$ cat config.mk
export PLATFORM = sky130hd
export DESIGN_NAME = twi_bus_ctrl
export DESIGN_NICKNAME = d
export VERILOG_FILES = /design/src/hdl/twi_pkg.sv /design/src/hdl/twi_bus_ctrl.sv /design/src/hdl/low_period_timer.sv
export VERILOG_INCLUDE_DIRS = /design/src /design/src/hdl
export SDC_FILE = /design/constraint.sdc
export NUM_CORES = 1
export LEC_CHECK = 0
export BUFFER_PORTS_ARGS = -buffer_cell sky130_fd_sc_hd__buf_2
export CORE_MARGIN = 1.5
export CORE_UTILIZATION = 62
export CTS_BUF_LIST = sky130_fd_sc_hd__clkbuf_4
export CTS_CLUSTER_DIAMETER = 120
export CTS_CLUSTER_SIZE = 28
export DETAILED_ROUTE_END_ITERATION = 16
export PLACE_DENSITY = 0.81
export SLEW_MARGIN = 20
export SYNTH_ARGS = -nofsm -noshare
export SYNTH_HDL_FRONTEND = slang
export SYNTH_SLANG_ARGS = --single-unit
$ cat constraint.sdc
create_clock -name CORE_CLK -period 8.15 [get_ports CORE_CLK]
set_input_delay 1.63 -clock CORE_CLK [delete_from_list [all_inputs] [get_ports CORE_CLK]]
set_output_delay 1.63 -clock CORE_CLK [all_outputs]
set_load 0.005 [all_outputs]
$ cat src/hdl/twi_map.svh
// register offsets, field positions, reset values and timing counts of the two-wire bus block
// assumes a 100 MHz core clock and an 8-bit register port with a 2-bit address
//
// Operation
// - bus_mode_select in control_b bits 3:2 set to 10 selects two-wire bus mode.
// - at each rising SCL edge, bus SDA differing from driven SDA sets arb_lost_flag; here only as master transmitter, outside the acknowledge bit.
// - arbitration loss clears master and transmit, releases SDA and SCL, stops clocking.
// - arb_lost_flag clears on data_buffer write or read, or control_b write.
// - slave sets addressed_flag on general call or own address match with recognition on.
// - with recognition off, addressed_flag sets after the first word following a start.
// - addressed_flag clears on any data_buffer write or read.
// - slave sets general_call_flag when the first byte after a start is all zero.
// - general_call_flag clears on a detected start or stop condition.
// - last_bit_flag holds SDA sampled at each rising SCL edge.
// - writing master, transmit, busy and release bits while idle starts and sends the address.
// - after generating a start, wait one low period before the first SCL fall.
// - bus_irq at the last falling SCL edge clears pending_release_n; SCL held low meanwhile.
// - after the address byte, transmit_select follows the direction bit only if acknowledged.
// - data_buffer write or read sets pending_release_n; software cannot clear it.
// - bus_busy_flag sets on a detected start condition and clears on a stop.
`ifndef TWI_MAP_SVH
`define TWI_MAP_SVH

`define OFF_CTRL_A 2'h0
`define OFF_CTRL_B 2'h1
`define OFF_DATA 2'h2
`define OFF_OWN 2'h3

`define CA_BC_HI 7
`define CA_BC_LO 5
`define CA_ACK 4
`define CA_SCK_HI 2
`define CA_SCK_LO 0
`define CB_MST 7
`define CB_TRX 6
`define CB_BB 5
`define CB_PIN 4
`define CB_MODE_HI 3
`define CB_MODE_LO 2
`define CB_SWRST_HI 1
`define CB_SWRST_LO 0
`define OA_ALS 0

`define MODE_TWO_WIRE 2'h2
`define CTRL_A_RST 8'h00
`define OWN_RST 8'h00
`define MODE_RST 2'h0
`define GENERAL_CALL 8'h00

`define CLK_MHZ 100
`define TLOW_NS 5000
`define TLOW_CYC ((`TLOW_NS * `CLK_MHZ + 999) / 1000)

`endif

$ cat src/hdl/twi_pkg.sv
// types shared by the two-wire bus block
// assumes twi_map.svh supplies all numeric constants
package twi_pkg;
    typedef enum logic [1:0] {
        M_IDLE = 2'b00,
        M_START = 2'b01,
        M_LOW = 2'b10,
        M_HIGH = 2'b11
    } gen_st_t;

    typedef struct packed {
        logic sda_s1, sda_s2, sda_s3;
        logic scl_s1, scl_s2, scl_s3;
        logic [7:0] ctl_a;
        logic [7:0] own;
        logic master_select, transmit_select, bb, pin, al, addressed_flag, ad0, last_bit_flag;
        logic [1:0] mode;
        logic [1:0] swrst;
        logic [7:0] sh;
        logic [3:0] cnt;
        logic first;
        gen_st_t gst;
        logic gen_low, sda_oe, scl_oe, irq;
        logic [7:0] rdata;
    } ctrl_state_t;
endpackage : twi_pkg

$ cat src/hdl/twi_bus_ctrl.sv
// two-wire bus interface: register port, arbitration, status monitors, start and address sequence
// assumes open-drain pins resolved outside; SDA and SCL inputs are asynchronous to CORE_CLK
`timescale 1ns/1ps
`include "twi_map.svh"
module twi_bus_ctrl #(
    parameter int LOW_BASE_CYC = `TLOW_CYC
) (
    // clock and reset
    input wire logic CORE_CLK,
    input wire logic SYS_RST,
    // register port
    input wire logic [1:0] ADDR,
    input wire logic [7:0] WDATA,
    input wire logic WR_STB,
    input wire logic RD_STB,
    output logic [7:0] RDATA,
    // bus pins
    input wire logic SDA_IN,
    output logic SDA_OUT,
    output logic SDA_OE,
    input wire logic SCL_IN,
    output logic SCL_OUT,
    output logic SCL_OE,
    // word complete request
    output logic BUS_IRQ
);
    import twi_pkg::*;

    localparam int TW = 24;
    localparam ctrl_state_t ST_RST = '{sda_s1: 1'b1, sda_s2: 1'b1, sda_s3: 1'b1,
        scl_s1: 1'b1, scl_s2: 1'b1, scl_s3: 1'b1, ctl_a: `CTRL_A_RST, own: `OWN_RST,
        pin: 1'b1, mode: `MODE_RST, gst: M_IDLE, default: '0};

    if (LOW_BASE_CYC < 1 || LOW_BASE_CYC > 65535) begin : g_chk
        $error("low period count out of range");
    end

    ctrl_state_t st_q, st_d;
    logic mode_ok, rise_ev, fall_ev, start_ev, stop_ev;
    logic data_acc, ctrlb_wr, start_cmd;
    logic arb_ev, irq_ev, tmr_load, tmr_done;
    logic [3:0] nb, last;
    logic [TW-1:0] tmr_period;

    // bits per word; address byte is always eight
    function automatic logic [3:0] word_bits(input logic first, input logic [2:0] bc);
        word_bits = (first || bc == 3'b000) ? 4'h8 : {1'b0, bc};
    endfunction : word_bits

    // level to pull SDA for the coming bit: data bit, acknowledge, or released
    function automatic logic sda_pull(input ctrl_state_t s, input logic [3:0] bits);
        logic inv;
        inv = s.master_select | s.addressed_flag;
        if (s.cnt < bits) begin
            sda_pull = s.transmit_select & inv & ~s.sh[7];
        end else if (s.cnt == bits) begin
            sda_pull = s.ctl_a[`CA_ACK] & ~s.transmit_select & inv;
        end else begin
            sda_pull = 1'b0;
        end
    endfunction : sda_pull

    assign mode_ok = (st_q.mode == `MODE_TWO_WIRE);
    // edges are taken only from the second and third stages of the synchronisers
    assign rise_ev = st_q.scl_s2 & ~st_q.scl_s3;
    assign fall_ev = ~st_q.scl_s2 & st_q.scl_s3;
    assign start_ev = st_q.scl_s2 & st_q.scl_s3 & st_q.sda_s3 & ~st_q.sda_s2;
    assign stop_ev = st_q.scl_s2 & st_q.scl_s3 & ~st_q.sda_s3 & st_q.sda_s2;
    assign data_acc = (WR_STB | RD_STB) && ADDR == `OFF_DATA;
    assign ctrlb_wr = WR_STB && ADDR == `OFF_CTRL_B;
    assign start_cmd = ctrlb_wr && WDATA[`CB_MST] && WDATA[`CB_TRX] && WDATA[`CB_BB]
        && WDATA[`CB_PIN] && !st_q.bb && WDATA[`CB_MODE_HI:`CB_MODE_LO] == `MODE_TWO_WIRE;
    assign nb = word_bits(st_q.first, st_q.ctl_a[`CA_BC_HI:`CA_BC_LO]);
    assign last = nb + {3'b000, st_q.ctl_a[`CA_ACK]};
    assign tmr_period = TW'(LOW_BASE_CYC) << st_q.ctl_a[`CA_SCK_HI:`CA_SCK_LO];

    low_period_timer #(.TW(TW)) u_tmr (
        .clk(CORE_CLK),
        .rst(SYS_RST),
        .load(tmr_load),
        .period(tmr_period),
        .done(tmr_done)
    );

    always_comb begin
        st_d = st_q;
        arb_ev = 1'b0;
        irq_ev = 1'b0;
        tmr_load = 1'b0;
        st_d.sda_s1 = SDA_IN;
        st_d.sda_s2 = st_q.sda_s1;
        st_d.sda_s3 = st_q.sda_s2;
        st_d.scl_s1 = SCL_IN;
        st_d.scl_s2 = st_q.scl_s1;
        st_d.scl_s3 = st_q.scl_s2;
        st_d.irq = 1'b0;
        st_d.rdata = 8'h00;
        // software first, so that same-cycle hardware events win
        if (WR_STB) begin
            unique case (ADDR)
                `OFF_CTRL_A: st_d.ctl_a = WDATA;
                `OFF_CTRL_B: begin
                    st_d.master_select = WDATA[`CB_MST];
                    st_d.transmit_select = WDATA[`CB_TRX];
                    st_d.mode = WDATA[`CB_MODE_HI:`CB_MODE_LO];
                    st_d.swrst = WDATA[`CB_SWRST_HI:`CB_SWRST_LO];
                    if (WDATA[`CB_PIN]) begin
                        st_d.pin = 1'b1;
                    end
                    st_d.al = 1'b0;
                    if (start_cmd) begin
                        st_d.gst = M_START;
                        st_d.sda_oe = 1'b1;
                        tmr_load = 1'b1;
                    end
                end
                `OFF_DATA: begin
                    st_d.sh = WDATA;
                    st_d.pin = 1'b1;
                    st_d.al = 1'b0;
                    st_d.addressed_flag = 1'b0;
                end
                `OFF_OWN: st_d.own = WDATA;
            endcase
        end
        if (RD_STB) begin
            unique case (ADDR)
                `OFF_CTRL_A: st_d.rdata = st_q.ctl_a;
                `OFF_CTRL_B: st_d.rdata = {st_q.master_select, st_q.transmit_select, st_q.bb, st_q.pin,
                    st_q.al, st_q.addressed_flag, st_q.ad0, st_q.last_bit_flag};
                `OFF_DATA: begin
                    st_d.rdata = st_q.sh;
                    st_d.pin = 1'b1;
                    st_d.al = 1'b0;
                    st_d.addressed_flag = 1'b0;
                end
                `OFF_OWN: st_d.rdata = st_q.own;
            endcase
        end
        if (mode_ok) begin
            if (start_ev) begin
                st_d.bb = 1'b1;
                st_d.ad0 = 1'b0;
                st_d.cnt = 4'h0;
                st_d.first = 1'b1;
                st_d.ctl_a[`CA_BC_HI:`CA_BC_LO] = 3'b000;
            end
            if (stop_ev) begin
                st_d.bb = 1'b0;
                st_d.ad0 = 1'b0;
                st_d.master_select = 1'b0;
                st_d.transmit_select = 1'b0;
                st_d.first = 1'b0;
            end
            if (rise_ev) begin
                st_d.last_bit_flag = st_q.sda_s2;
                if (st_q.master_select && st_q.transmit_select && !st_q.sda_oe && !st_q.sda_s2 && st_q.cnt < nb) begin
                    arb_ev = 1'b1;
                end
                if (st_q.cnt < nb) begin
                    st_d.sh = {st_q.sh[6:0], st_q.sda_s2};
                end
                if (st_q.cnt != 4'hf) begin
                    st_d.cnt = st_q.cnt + 4'h1;
                end
            end
            if (fall_ev) begin
                if (st_q.cnt == nb && st_q.first && !st_q.master_select) begin
                    if (st_q.sh == `GENERAL_CALL) begin
                        st_d.ad0 = 1'b1;
                        st_d.addressed_flag = 1'b1;
                    end else if (st_q.own[`OA_ALS]) begin
                        st_d.addressed_flag = 1'b1;
                    end else if (st_q.sh[7:1] == st_q.own[7:1]) begin
                        st_d.addressed_flag = 1'b1;
                        st_d.transmit_select = st_q.sh[0];
                    end
                end
                if (st_q.cnt == last) begin
                    st_d.cnt = 4'h0;
                    st_d.first = 1'b0;
                    if (st_q.master_select || st_d.addressed_flag) begin
                        st_d.irq = 1'b1;
                        st_d.pin = 1'b0;
                        irq_ev = 1'b1;
                    end
                    if (st_q.master_select && st_q.first && !st_q.last_bit_flag) begin
                        st_d.transmit_select = ~st_q.sh[0];
                    end
                end
            end
            // SDA changes only while SCL is low
            if (fall_ev || (data_acc && !st_q.scl_s2)) begin
                st_d.sda_oe = sda_pull(st_d, nb);
            end
        end
        unique case (st_q.gst)
            M_IDLE: ;
            M_START: begin
                if (tmr_done) begin
                    st_d.gen_low = 1'b1;
                    st_d.gst = M_LOW;
                    tmr_load = 1'b1;
                end
            end
            M_LOW: begin
                if (!st_q.pin) begin
                    tmr_load = 1'b1;
                end else if (tmr_done) begin
                    st_d.gen_low = 1'b0;
                    st_d.gst = M_HIGH;
                end
            end
            M_HIGH: begin
                // a slower master stretching SCL restarts the high count
                if (!st_q.scl_s2) begin
                    tmr_load = 1'b1;
                end else if (tmr_done) begin
                    st_d.gen_low = 1'b1;
                    st_d.gst = M_LOW;
                    tmr_load = 1'b1;
                end
            end
        endcase
        if (arb_ev) begin
            st_d.al = 1'b1;
            st_d.master_select = 1'b0;
            st_d.transmit_select = 1'b0;
            st_d.sda_oe = 1'b0;
        end
        if (!st_d.master_select || st_d.mode != `MODE_TWO_WIRE) begin
            st_d.gst = M_IDLE;
            st_d.gen_low = 1'b0;
        end
        if (st_d.mode != `MODE_TWO_WIRE) begin
            st_d.sda_oe = 1'b0;
        end
        st_d.scl_oe = (st_d.mode == `MODE_TWO_WIRE)
            && (st_d.gen_low || (!st_d.pin && (st_d.master_select || st_d.addressed_flag)));
    end

    always_ff @(posedge CORE_CLK) begin
        if (SYS_RST) begin
            st_q <= ST_RST;
        end else begin
            st_q <= st_d;
        end
    end

    assign RDATA = st_q.rdata;
    assign SDA_OUT = st_q.ad0 & 1'b0;
    assign SDA_OE = st_q.sda_oe;
    assign SCL_OUT = st_q.last_bit_flag & 1'b0;
    assign SCL_OE = st_q.scl_oe;
    assign BUS_IRQ = st_q.irq;
endmodule : twi_bus_ctrl

$ cat src/hdl/low_period_timer.sv
// down-counter timing the SCL low and high periods
// assumes load is a request on the core clock that may be held over several cycles; period of at least 1
`timescale 1ns/1ps
module low_period_timer #(
    parameter int TW = 24
) (
    // clock and reset
    input wire logic clk,
    input wire logic rst,
    // control
    input wire logic load,
    input wire logic [TW-1:0] period,
    // expiry pulse
    output logic done
);
    typedef struct packed {
        logic [TW-1:0] cnt;
        logic run;
        logic done;
    } tmr_state_t;

    tmr_state_t st_q, st_d;

    if (TW < 2) begin : g_chk
        $error("timer width too small");
    end

    always_comb begin
        st_d = st_q;
        st_d.done = 1'b0;
        // a reload restarts the count, so a held request keeps the period from starting
        if (load) begin
            st_d.cnt = period - TW'(1);
            st_d.run = 1'b1;
        end else if (st_q.run) begin
            if (st_q.cnt == '0) begin
                st_d.run = 1'b0;
                st_d.done = 1'b1;
            end else begin
                st_d.cnt = st_q.cnt - TW'(1);
            end
        end
    end

    always_ff @(posedge clk) begin
        if (rst) begin
            st_q <= '0;
        end else begin
            st_q <= st_d;
        end
    end

    assign done = st_q.done;
endmodule : low_period_timer

# == After elaboration in Yosys (flattened, before gate mapping) ==
# Cells that the tools add are included.
# totals
output_inout_bits,13
reg_bits,87
word_cells,218
# classes
eq_ne,17
mux,88
shifts,1
order_cmp,2
bitwise,25
add_sub_neg,4
n_reduce_logical,50
# op_table
op,count
24-bit by 1-bit subtractor with 24-bit output (second input constant),2
1-bit 2-to-1 mux,41
12-bit 2-to-1 mux,3
3-bit 2-to-1 mux,12
8-bit 2-to-1 mux,4
8-bit one-hot mux with 4 select lines,1
26-bit 2-to-1 mux,1
25-bit 2-to-1 mux,1
24-bit zero test,1
24-bit 2-to-1 mux,1
9-bit by 3-bit left shift with 24-bit output (first input constant),1
2-bit 2-to-1 mux,11
5-bit 2-to-1 mux,4
1-bit logical AND,19
18-bit 2-to-1 mux,1
4-bit 2-to-1 mux,4
2-bit equality test (second input constant),7
13-bit 2-to-1 mux,1
4-bit equality test,3
1-bit NOT,12
2-bit AND reduction,6
1-bit AND,11
3-bit one-hot mux with 3 select lines,1
1-bit zero test,8
19 further kinds,31

# == Longest topological paths before layout ==
# Gate-level depths: netlist of the first run.
# depth
depth_word,22
ltp_mapped,17

# == Cells and area by module ==
# Synthesis of the first run repeated with hierarchy kept, for this count alone.
# unflattened
cells_unflattened,692
area_unflattened_um2,5322.6
# modules_own_cells
module,cells_each,seq_area_each_um2,n_inst,area_each_um2
twi_bus_ctrl,443,1181.1,1,3398.3
low_period_timer,249,520.5,1,1924.3

# == Least setup slack after synthesis of the first run ==
# Ideal clock, no wire load.
# synth_path
path_kind,register -> register
from,register st_q[14] in the netlist's numbering
to,"register st_q, in the netlist SDA_OE"
setup_ns,0.079
setup_slack_ns,4.437
t_arrival_ns,3.634
period_less_slack_ns,3.713
required_time_ns,8.071
path_buffers,2
path_stages_with_launch,18
path_cell_list,dfxtp_1 -> clkbuf_1 -> nor2b_1 -> and2_1 -> ha_1 -> xor2_1 -> xnor2_1 -> nor3_1 -> and2_0 -> clkbuf_1 -> a221oi_1 -> ha_1 -> o2111ai_1 -> a2111oi_0 -> a21oi_1 -> nand3_1 -> or4b_1 -> o211ai_1
# synth_via
elab_chain_len,17
word_cells_on_any_way,44
classes_between,1 x add/sub; 2 x order compare; 3 x eq/ne; 24 x mux; 7 x bitwise; 7 x reduce/logical
# synth_rtl
element,line,source
start: declaration,twi_bus_ctrl.sv:38,"ctrl_state_t st_q, st_d;"
start signal: assignment,twi_bus_ctrl.sv:246,st_q <= st_d;
"parallel branches: the longest is 17 deep, another holds 4-bit by 1-bit adder with 4-bit output",n/a,
# Parallel ways; which one is timed is not known. The select of a mux whose other input is x is not followed.
# A chain may end at the register's enable or synchronous reset.

# == Worst setup path after layout of the first run ==
# layout_path
from,register st_q[52] in the netlist's numbering
to,"register st_q, in the netlist SDA_OE"
# layout_via
elab_chain_len,18
word_cells_on_any_way,43
classes_between,1 x add/sub; 2 x order compare; 3 x eq/ne; 24 x mux; 7 x bitwise; 6 x reduce/logical
# layout_rtl
element,line,source
3-bit zero test,twi_bus_ctrl.sv:47,"word_bits = (first || bc == 3'b000) ? 4'h8 : {1'b0, bc};"
1-bit logical OR,twi_bus_ctrl.sv:47,
4-bit 2-to-1 mux (*),twi_bus_ctrl.sv:47,
"parallel branches: the longest is 15 deep, another holds 4-bit by 1-bit adder with 4-bit output",n/a,
# Mark *: on every way between the ends. The select of a mux whose other input is x is not followed.

==> results by group, run 1 <==
Worst setup path
  • WP data arrival: 4.70 ns
  • Critical path peak fanout: 6
  • CP Capture Type: flip-flop
  • Worst Path Required: 8.53 ns
  • WS Path Type: reg -> reg
  • Crit path launch type: flip-flop

Status
  • Outcome: finished, final reports clean

Pwr
  • Reg power frac: 58.6%
  • Cell-internal power: 0.516 mW
  • Maximum VDD drop: 0.133 mV
  • Psw: 0.221 mW
  • Clock network power share: 31.1%
  • Logic pwr share: 10.3%
  • PD cells: 149 nW/µm²
  • Leakage: 1.94 nW
  • Sw Ratio: 30.0%

CTS
  • Hold_buf cts: 0
  • Num CTS Buffers: 9
  • Clk root buf: clkbuf_4
  • CTS clk-pin slew, worst paths: 0.14 ns
  • CTS tree: yes
  • H-tree depth: 3
  • CTS Sinks: 85
  • Post-CTS Resized: 0
  • Clk_lat worst skew: 0.46 ns
  • Post-CTS setup buffer count: 0
  • Max Root-Sink Buffers: 2

GRT
  • GRT Util Overall: 29.2%
  • First-pass GRT wire length: 19,300 µm
  • Number of global-route vias before repair: 4,067
  • Overflow after GRT: 0
  • Initial antenna violation count: 0
  • Largest net degree at the start of global routing: 60

Synth
  • Synthesized flop and latch total: 85
  • Post-synthesis area per instance: 7.95 µm²
  • Cell area after synthesis: 4760 µm²
  • Ys flop type: dfxtp_1
  • Ys Warns: 0
  • Register area share after synthesis: 35.8%
  • Synth unique cells: 69
  • Post-synth EDFFs: 0
  • Syn Inst Count: 598
  • Fraction of registers with async set or reset after synthesis: 0%

Die
  • Core area: 7330 µm²
  • # rows: 31
  • Die height: 90.6 µm
  • Top Ports: 29
  • Initial Utilization: 64.9%
  • Die width: 90.6 µm
  • Die ar.: 8210 µm²

Final layout
  • Fillers: 623
  • Final antenna diode count: 0
  • Nets: 625
  • Layout cells sized above 1: 10.5%
  • Commonest non-fill, non-tap cell in the layout: dfxtp_1
  • Area Growth Syn to Fin: 4.08%
  • Final instance area: 4950 µm²
  • Commonest cells after routing, fill and taps aside: 85 x dfxtp_1, 73 x nor2_1, 67 x nand2_1

STA
  • RSZ-0062 raised after global routing: false
  • Max Freq: 0.232 GHz
  • Tmin final: 4.32 ns
  • Layout Skew: 0.0163 ns
  • Hold_ws: 0.429 ns
  • Final Max Slew Viols: 0
  • Hold Fails Final Rpt: 0
  • Setup_tns: 0 ns
  • Setup violators final: 0
  • Least-Margin Pin Slew: 0.931 ns
  • Final Worst Setup Slack: 3.83 ns
  • Final worst path period share: 53.0%
  • Max_slew headroom: 37.3%

Run
  • Max Cap Violations: 0

Placed design
  • Port-buffer cells: 26
  • Gpl congestion: 0.967
  • Pre-CTS setup slack: 3.99 ns
  • Placed cell area: 4830 µm²
  • Final HPWL DP: 8350 µm

Drt
  • DR vias: 4,364
  • 1st-iter DRT viols: 408
  • Final ANT Viol Nets: 0
  • Drt pass-1 iters: 7
  • Vias per inst: 6.24
  • DRC viols: 0
  • WL final: 11,700 µm
  • Routed WL per cell: 16.7 µm

Hold path
  • Hold crit path type: reg -> reg
==> cells in the mapped netlist, types with 3 or more instances <==
master	number	area (µm²)
mux2i_1	4	40.0
nand2b_1	13	81.3
or3_1	8	50.1
a211oi_1	12	90.1
o21ai_0	9	45.0
buf_1	3	11.3
xnor2_1	11	96.3
dfxtp_1	85	1700
nor3_1	17	85.1
a31oi_1	6	37.5
nand2_1	67	251
nor2b_1	9	56.3
inv_1	9	33.8
ha_1	14	175
a311oi_1	7	61.3
nor2_1	73	274
nand3_1	38	190
nand4b_1	3	26.3
nor4_1	8	50.1
o211ai_1	3	22.5
xor2_1	28	245
clkbuf_1	29	109
nor3b_1	5	37.5
buf_4	10	75.1
and3_1	6	37.5
and2_1	5	31.3
a222oi_1	8	80.1
or2_2	7	43.8
nand3b_1	3	22.5
a21oi_1	47	235
==> power groups by stage <==
stage	sequential [mW]	combinational (mW)	clock [mW]
2_1_floorplan	0.437	0.0561	0
3_3_place_gp	0.441	0.0723	0
3_5_place_dp	0.441	0.0737	0
4_1_cts	0.432	0.0741	0.232
5_1_grt	0.433	0.0826	0.249
6_report	0.432	0.0760	0.229
==> layout make-up <==
type	count	area [µm²]	area share (%)
clock buffers	9	67.6	1.36
clock inverters	7	57.6	1.16
inverters	9	33.8	0.682
multi-input cells	461	2810	56.8
flip-flops and latches	85	1700	34.4
well taps	99	124	2.50
repair buffers	29	153	3.08
==> per-stage QoR <==
| stage | power, mW | util [%] | cells |
|---|---|---|---|
| 6_report | 0.737 | 67.5 | 699 |
| 5_1_grt | 0.765 | 67.5 | 699 |
| 4_1_cts | 0.738 | 67.5 | 699 |
| 3_5_place_dp | 0.515 | 65.8 | 683 |
| 3_3_place_gp | 0.513 | 65.8 | 683 |
| 2_1_floorplan | 0.493 | - | 599 |
==> final timing paths <==
| path | start | end | slack [ns] | depth (start not counted) |
|---|---|---|---|---|
| setup / recovery | st_q[52] | SDA_OE | 3.83 | 15 |
| hold / removal | st_d[59] | st_d[58] | 0.43 | 1 |
| setup reg to reg | st_q[52] | SDA_OE | 3.83 | 15 |
| hold reg to reg | st_d[59] | st_d[58] | 0.43 | 1 |
==> kinds of logic (layout without fill, tap and decap cells) <==
group	count (synthesis)	count (layout)	share of synthesized area (%)
AND/OR/NAND/NOR	278	278	29.1
AO/OA/AOI/OAI	122	122	17.8
flip-flops	85	85	35.8
buffers and inverters	53	54	5.15
XOR/XNOR	39	39	7.18
adder cells (fa/ha/maj)	14	14	3.68
multiplexers	6	6	1.32
other	1	2	0.0788
==> state kept, by name (all words and copies together) (netlist names) <==
register    count
BUS_IRQ         1
RDATA           8
SCL_OE          1
SDA_OE          1
st_d            4
st_q           44
u_tmr.done      1
u_tmr.st_q     25
==> metal layers <==
metal	part of all wire [%]	wire length, µm	global-route usage, %	up-vias
li1	-	-	-	2111
met1	43	5020	37.5	2041
met2	47	5480	48.1	179
met3	7.6	886	7.07	33
met4	2.5	294	9.26	0
met5	0	0	0	-
==> worst max-delay path, stage by stage (launching register included) <==
cell       delay [ns]
dfxtp_1          0.42
nor2b_1          0.38
and2_1           0.19
ha_1             0.16
xor2_1           0.19
xnor2_1          0.09
nor3_1           0.58
and2_0           0.38
a221oi_1         0.16
ha_1             0.38
o2111ai_1        0.18
a2111oi_0        0.41
a21oi_1          0.07
nand3_1          0.10
or4b_1           0.43
o211ai_1         0.11
Note: power is estimated with default switching activity, not from simulation.
==> run 2, diff against run 1 <==
- CORE_UTILIZATION: 62 -> 57
- PLACE_DENSITY: 0.81 -> 0.78
- clock period: 8.15 -> 3.9 ns (I/O delays scaled with it)
==> results by group, run 2 (synthesized netlist as in run 1, its figures left out) <==
Status
  • Outcome: finished, final reports clean

Final layout
  • Commonest cells after routing, fill and taps aside: 85 x dfxtp_1, 72 x nor2_1, 67 x nand2_1
  • Layout cells sized above 1: 12.2% (+1.7 points)
  • Area Growth Syn to Fin: 6.73%
  • Max FFs per register: 44 (unchanged)
  • Final Core Density: 62.4% (-5.1 points)
  • Biggest register: st_q
  • Commonest non-fill, non-tap cell in the layout: dfxtp_1
  • Final antenna diode count: 0 (unchanged)
  • Nets: 633 (+1.3%)
  • Final instance area: 5080 µm² (+2.6%)

GRT
  • Overflow after GRT: 0 (unchanged)
  • Largest net degree at the start of global routing: 59 (-1.7%)
  • Initial antenna violation count: 0 (unchanged)
  • GRT Util Overall: 28.0% (-1.2 points)
  • Number of global-route vias before repair: 4,189 (+3.0%)
  • First-pass GRT wire length: 19,600 µm (+1.8%)

Worst setup path
  • Reg2reg start: st_q[14]
  • R2R depth: 15 (unchanged)
  • WS Path Type: reg -> reg
  • CP startpoint: st_q[14]
  • Crit path cell chain: nand2b_1 -> inv_1 -> ha_1 -> xor2_1 -> xnor2_1 -> nor3_1 -> and2_0 -> a221oi_1 -> ha_1 -> o2111ai_1 -> a2111oi_1 -> a21oi_1 -> nand3_1 -> or4b_1 -> o211ai_1
  • Slowest-stage cell, CP: dfxtp_1
  • Worst Path Required: 4.27 ns (-4.26 ns)
  • CP Capture Type: flip-flop
  • WP data arrival: 4.02 ns (-0.68 ns)
  • Crit path launch type: flip-flop
  • Most frequent CP cell: ha_1
  • Critical path peak fanout: 9 (+3)
  • Worst path max stage delay: 0.52 ns (-0.06 ns)

Die
  • Core area: 8130 µm² (+11%)
  • # rows: 33 (+6.5%)
  • Top Ports: 29 (unchanged)
  • Initial Utilization: 58.5% (-6.4 points)
  • Die width: 94.4 µm (+4.2%)
  • Die height: 94.4 µm (+4.2%)
  • Die ar.: 8900 µm² (+8.5%)

Drt
  • Vias per inst: 6.17 (-1.2%)
  • 1st-iter DRT viols: 375 (-8.1%)
  • Routed WL per cell: 16.6 µm (-0.37%)
  • WL final: 11,900 µm (+1.6%)
  • DRC viols: 0 (unchanged)
  • Drt pass-1 iters: 8 (+1)
  • DR vias: 4,400 (+0.82%)
  • Final ANT Viol Nets: 0 (unchanged)

CTS
  • Num CTS Buffers: 9 (unchanged)
  • Clk_lat worst skew: 0.45 ns (about the same)
  • CTS Sinks: 85 (unchanged)
  • H-tree depth: 3 (unchanged)
  • CTS tree: yes
  • Clk root buf: clkbuf_4
  • Max Root-Sink Buffers: 2 (unchanged)
  • Hold_buf cts: 0 (unchanged)
  • CTS clk-pin slew, worst paths: 0.14 ns (about the same)

STA
  • Least-Margin Pin Slew: 0.764 ns (-0.167 ns)
  • Tmin final: 3.64 ns (-0.675 ns)
  • RSZ-0062 raised after global routing: false
  • Setup_tns: 0 ns (unchanged)
  • Final worst path period share: 93.4% (+40 points)
  • Max_slew headroom: 48.9% (+12 points)
  • Hold_ws: 0.426 ns (-0.00320 ns)
  • Layout Skew: 0.0275 ns (+0.0113 ns)
  • Final Max Slew Viols: 0 (unchanged)
  • Hold Fails Final Rpt: 0 (unchanged)
  • Max Freq: 0.275 GHz (+19%)
  • Setup violators final: 0 (unchanged)

Placed design
  • Placed cell area: 4890 µm² (+1.4%)
  • Port-buffer cells: 26 (unchanged)
  • Final HPWL DP: 8420 µm (+0.92%)
  • Gpl congestion: 0.895 (-7.5%)

Hold path
  • HP Start: st_d[56]
  • Worst hold stages: 1 (unchanged)
  • Hold crit path type: reg -> reg

Run
  • Max Cap Violations: 0 (unchanged)

Pwr
  • PD cells: 330 nW/µm² (+120%)
  • Leakage: 2.01 nW (+3.3%)
  • Maximum VDD drop: 0.204 mV (+53%)
## run 2: worst max-delay path, delay by kind of cell, from the launching register on
family	cells	cell delay [ns]
compound gates	5	0.93
xor+xnor	2	0.29
fa+ha+maj	2	0.54
buf+inv	1	0.06
flops	1	0.52
simple gates	5	1.25
## run 2: final cells by class
type | count | area [µm²]
fillers | 727 | 3060
repair buffers | 37 | 213
clock buffers | 9 | 67.6
multi-input cells | 461 | 2830
inverters | 9 | 33.8
flip-flops and latches | 85 | 1700
well taps | 105 | 131
clock inverters | 7 | 105
## run 2: timing repair
item                                    4_1_cts  5_1_grt
resized for setup                             0        3
buffers inserted                              0        0
endpoints found under the setup margin        0        1
## run 2: where the power goes
part	total [mW]	switching (mW)	internal, mW
clock network	0.608	0.338	0.270
registers	0.904	0.0208	0.883
logic	0.165	0.105	0.0599
total	1.68	0.463	1.21
## run 2: final timing paths
kind	slack (ns)	end
worst max-delay path	0.26	SDA_OE
worst min-delay path	0.43	st_d[55]
worst max register to register	0.26	SDA_OE
worst min register to register	0.43	st_d[55]
## run 2: metal layers
metal	vias to the layer above	share of wire (%)	GRT usage [%]	wire length, µm
li1	2126	-	-	-
met1	2096	42	34.0	4970
met2	146	49	49.0	5850
met3	32	6.0	4.67	707
met4	0	2.9	11.6	345
met5	-	0	0	0
## run 2: per-stage QoR
| stage | setup slack, ns | total power [mW] | std cells |
|---|---|---|---|
| finish | 0.257 | 1.68 | 713 |
| global route | 0.0394 | 1.74 | 713 |
| CTS | 0.113 | 1.68 | 713 |
| detailed placement | 0.179 | 1.08 | 697 |
| global placement | 0.335 | 1.08 | 697 |
| floorplan | 0.187 | 1.03 | 599 |
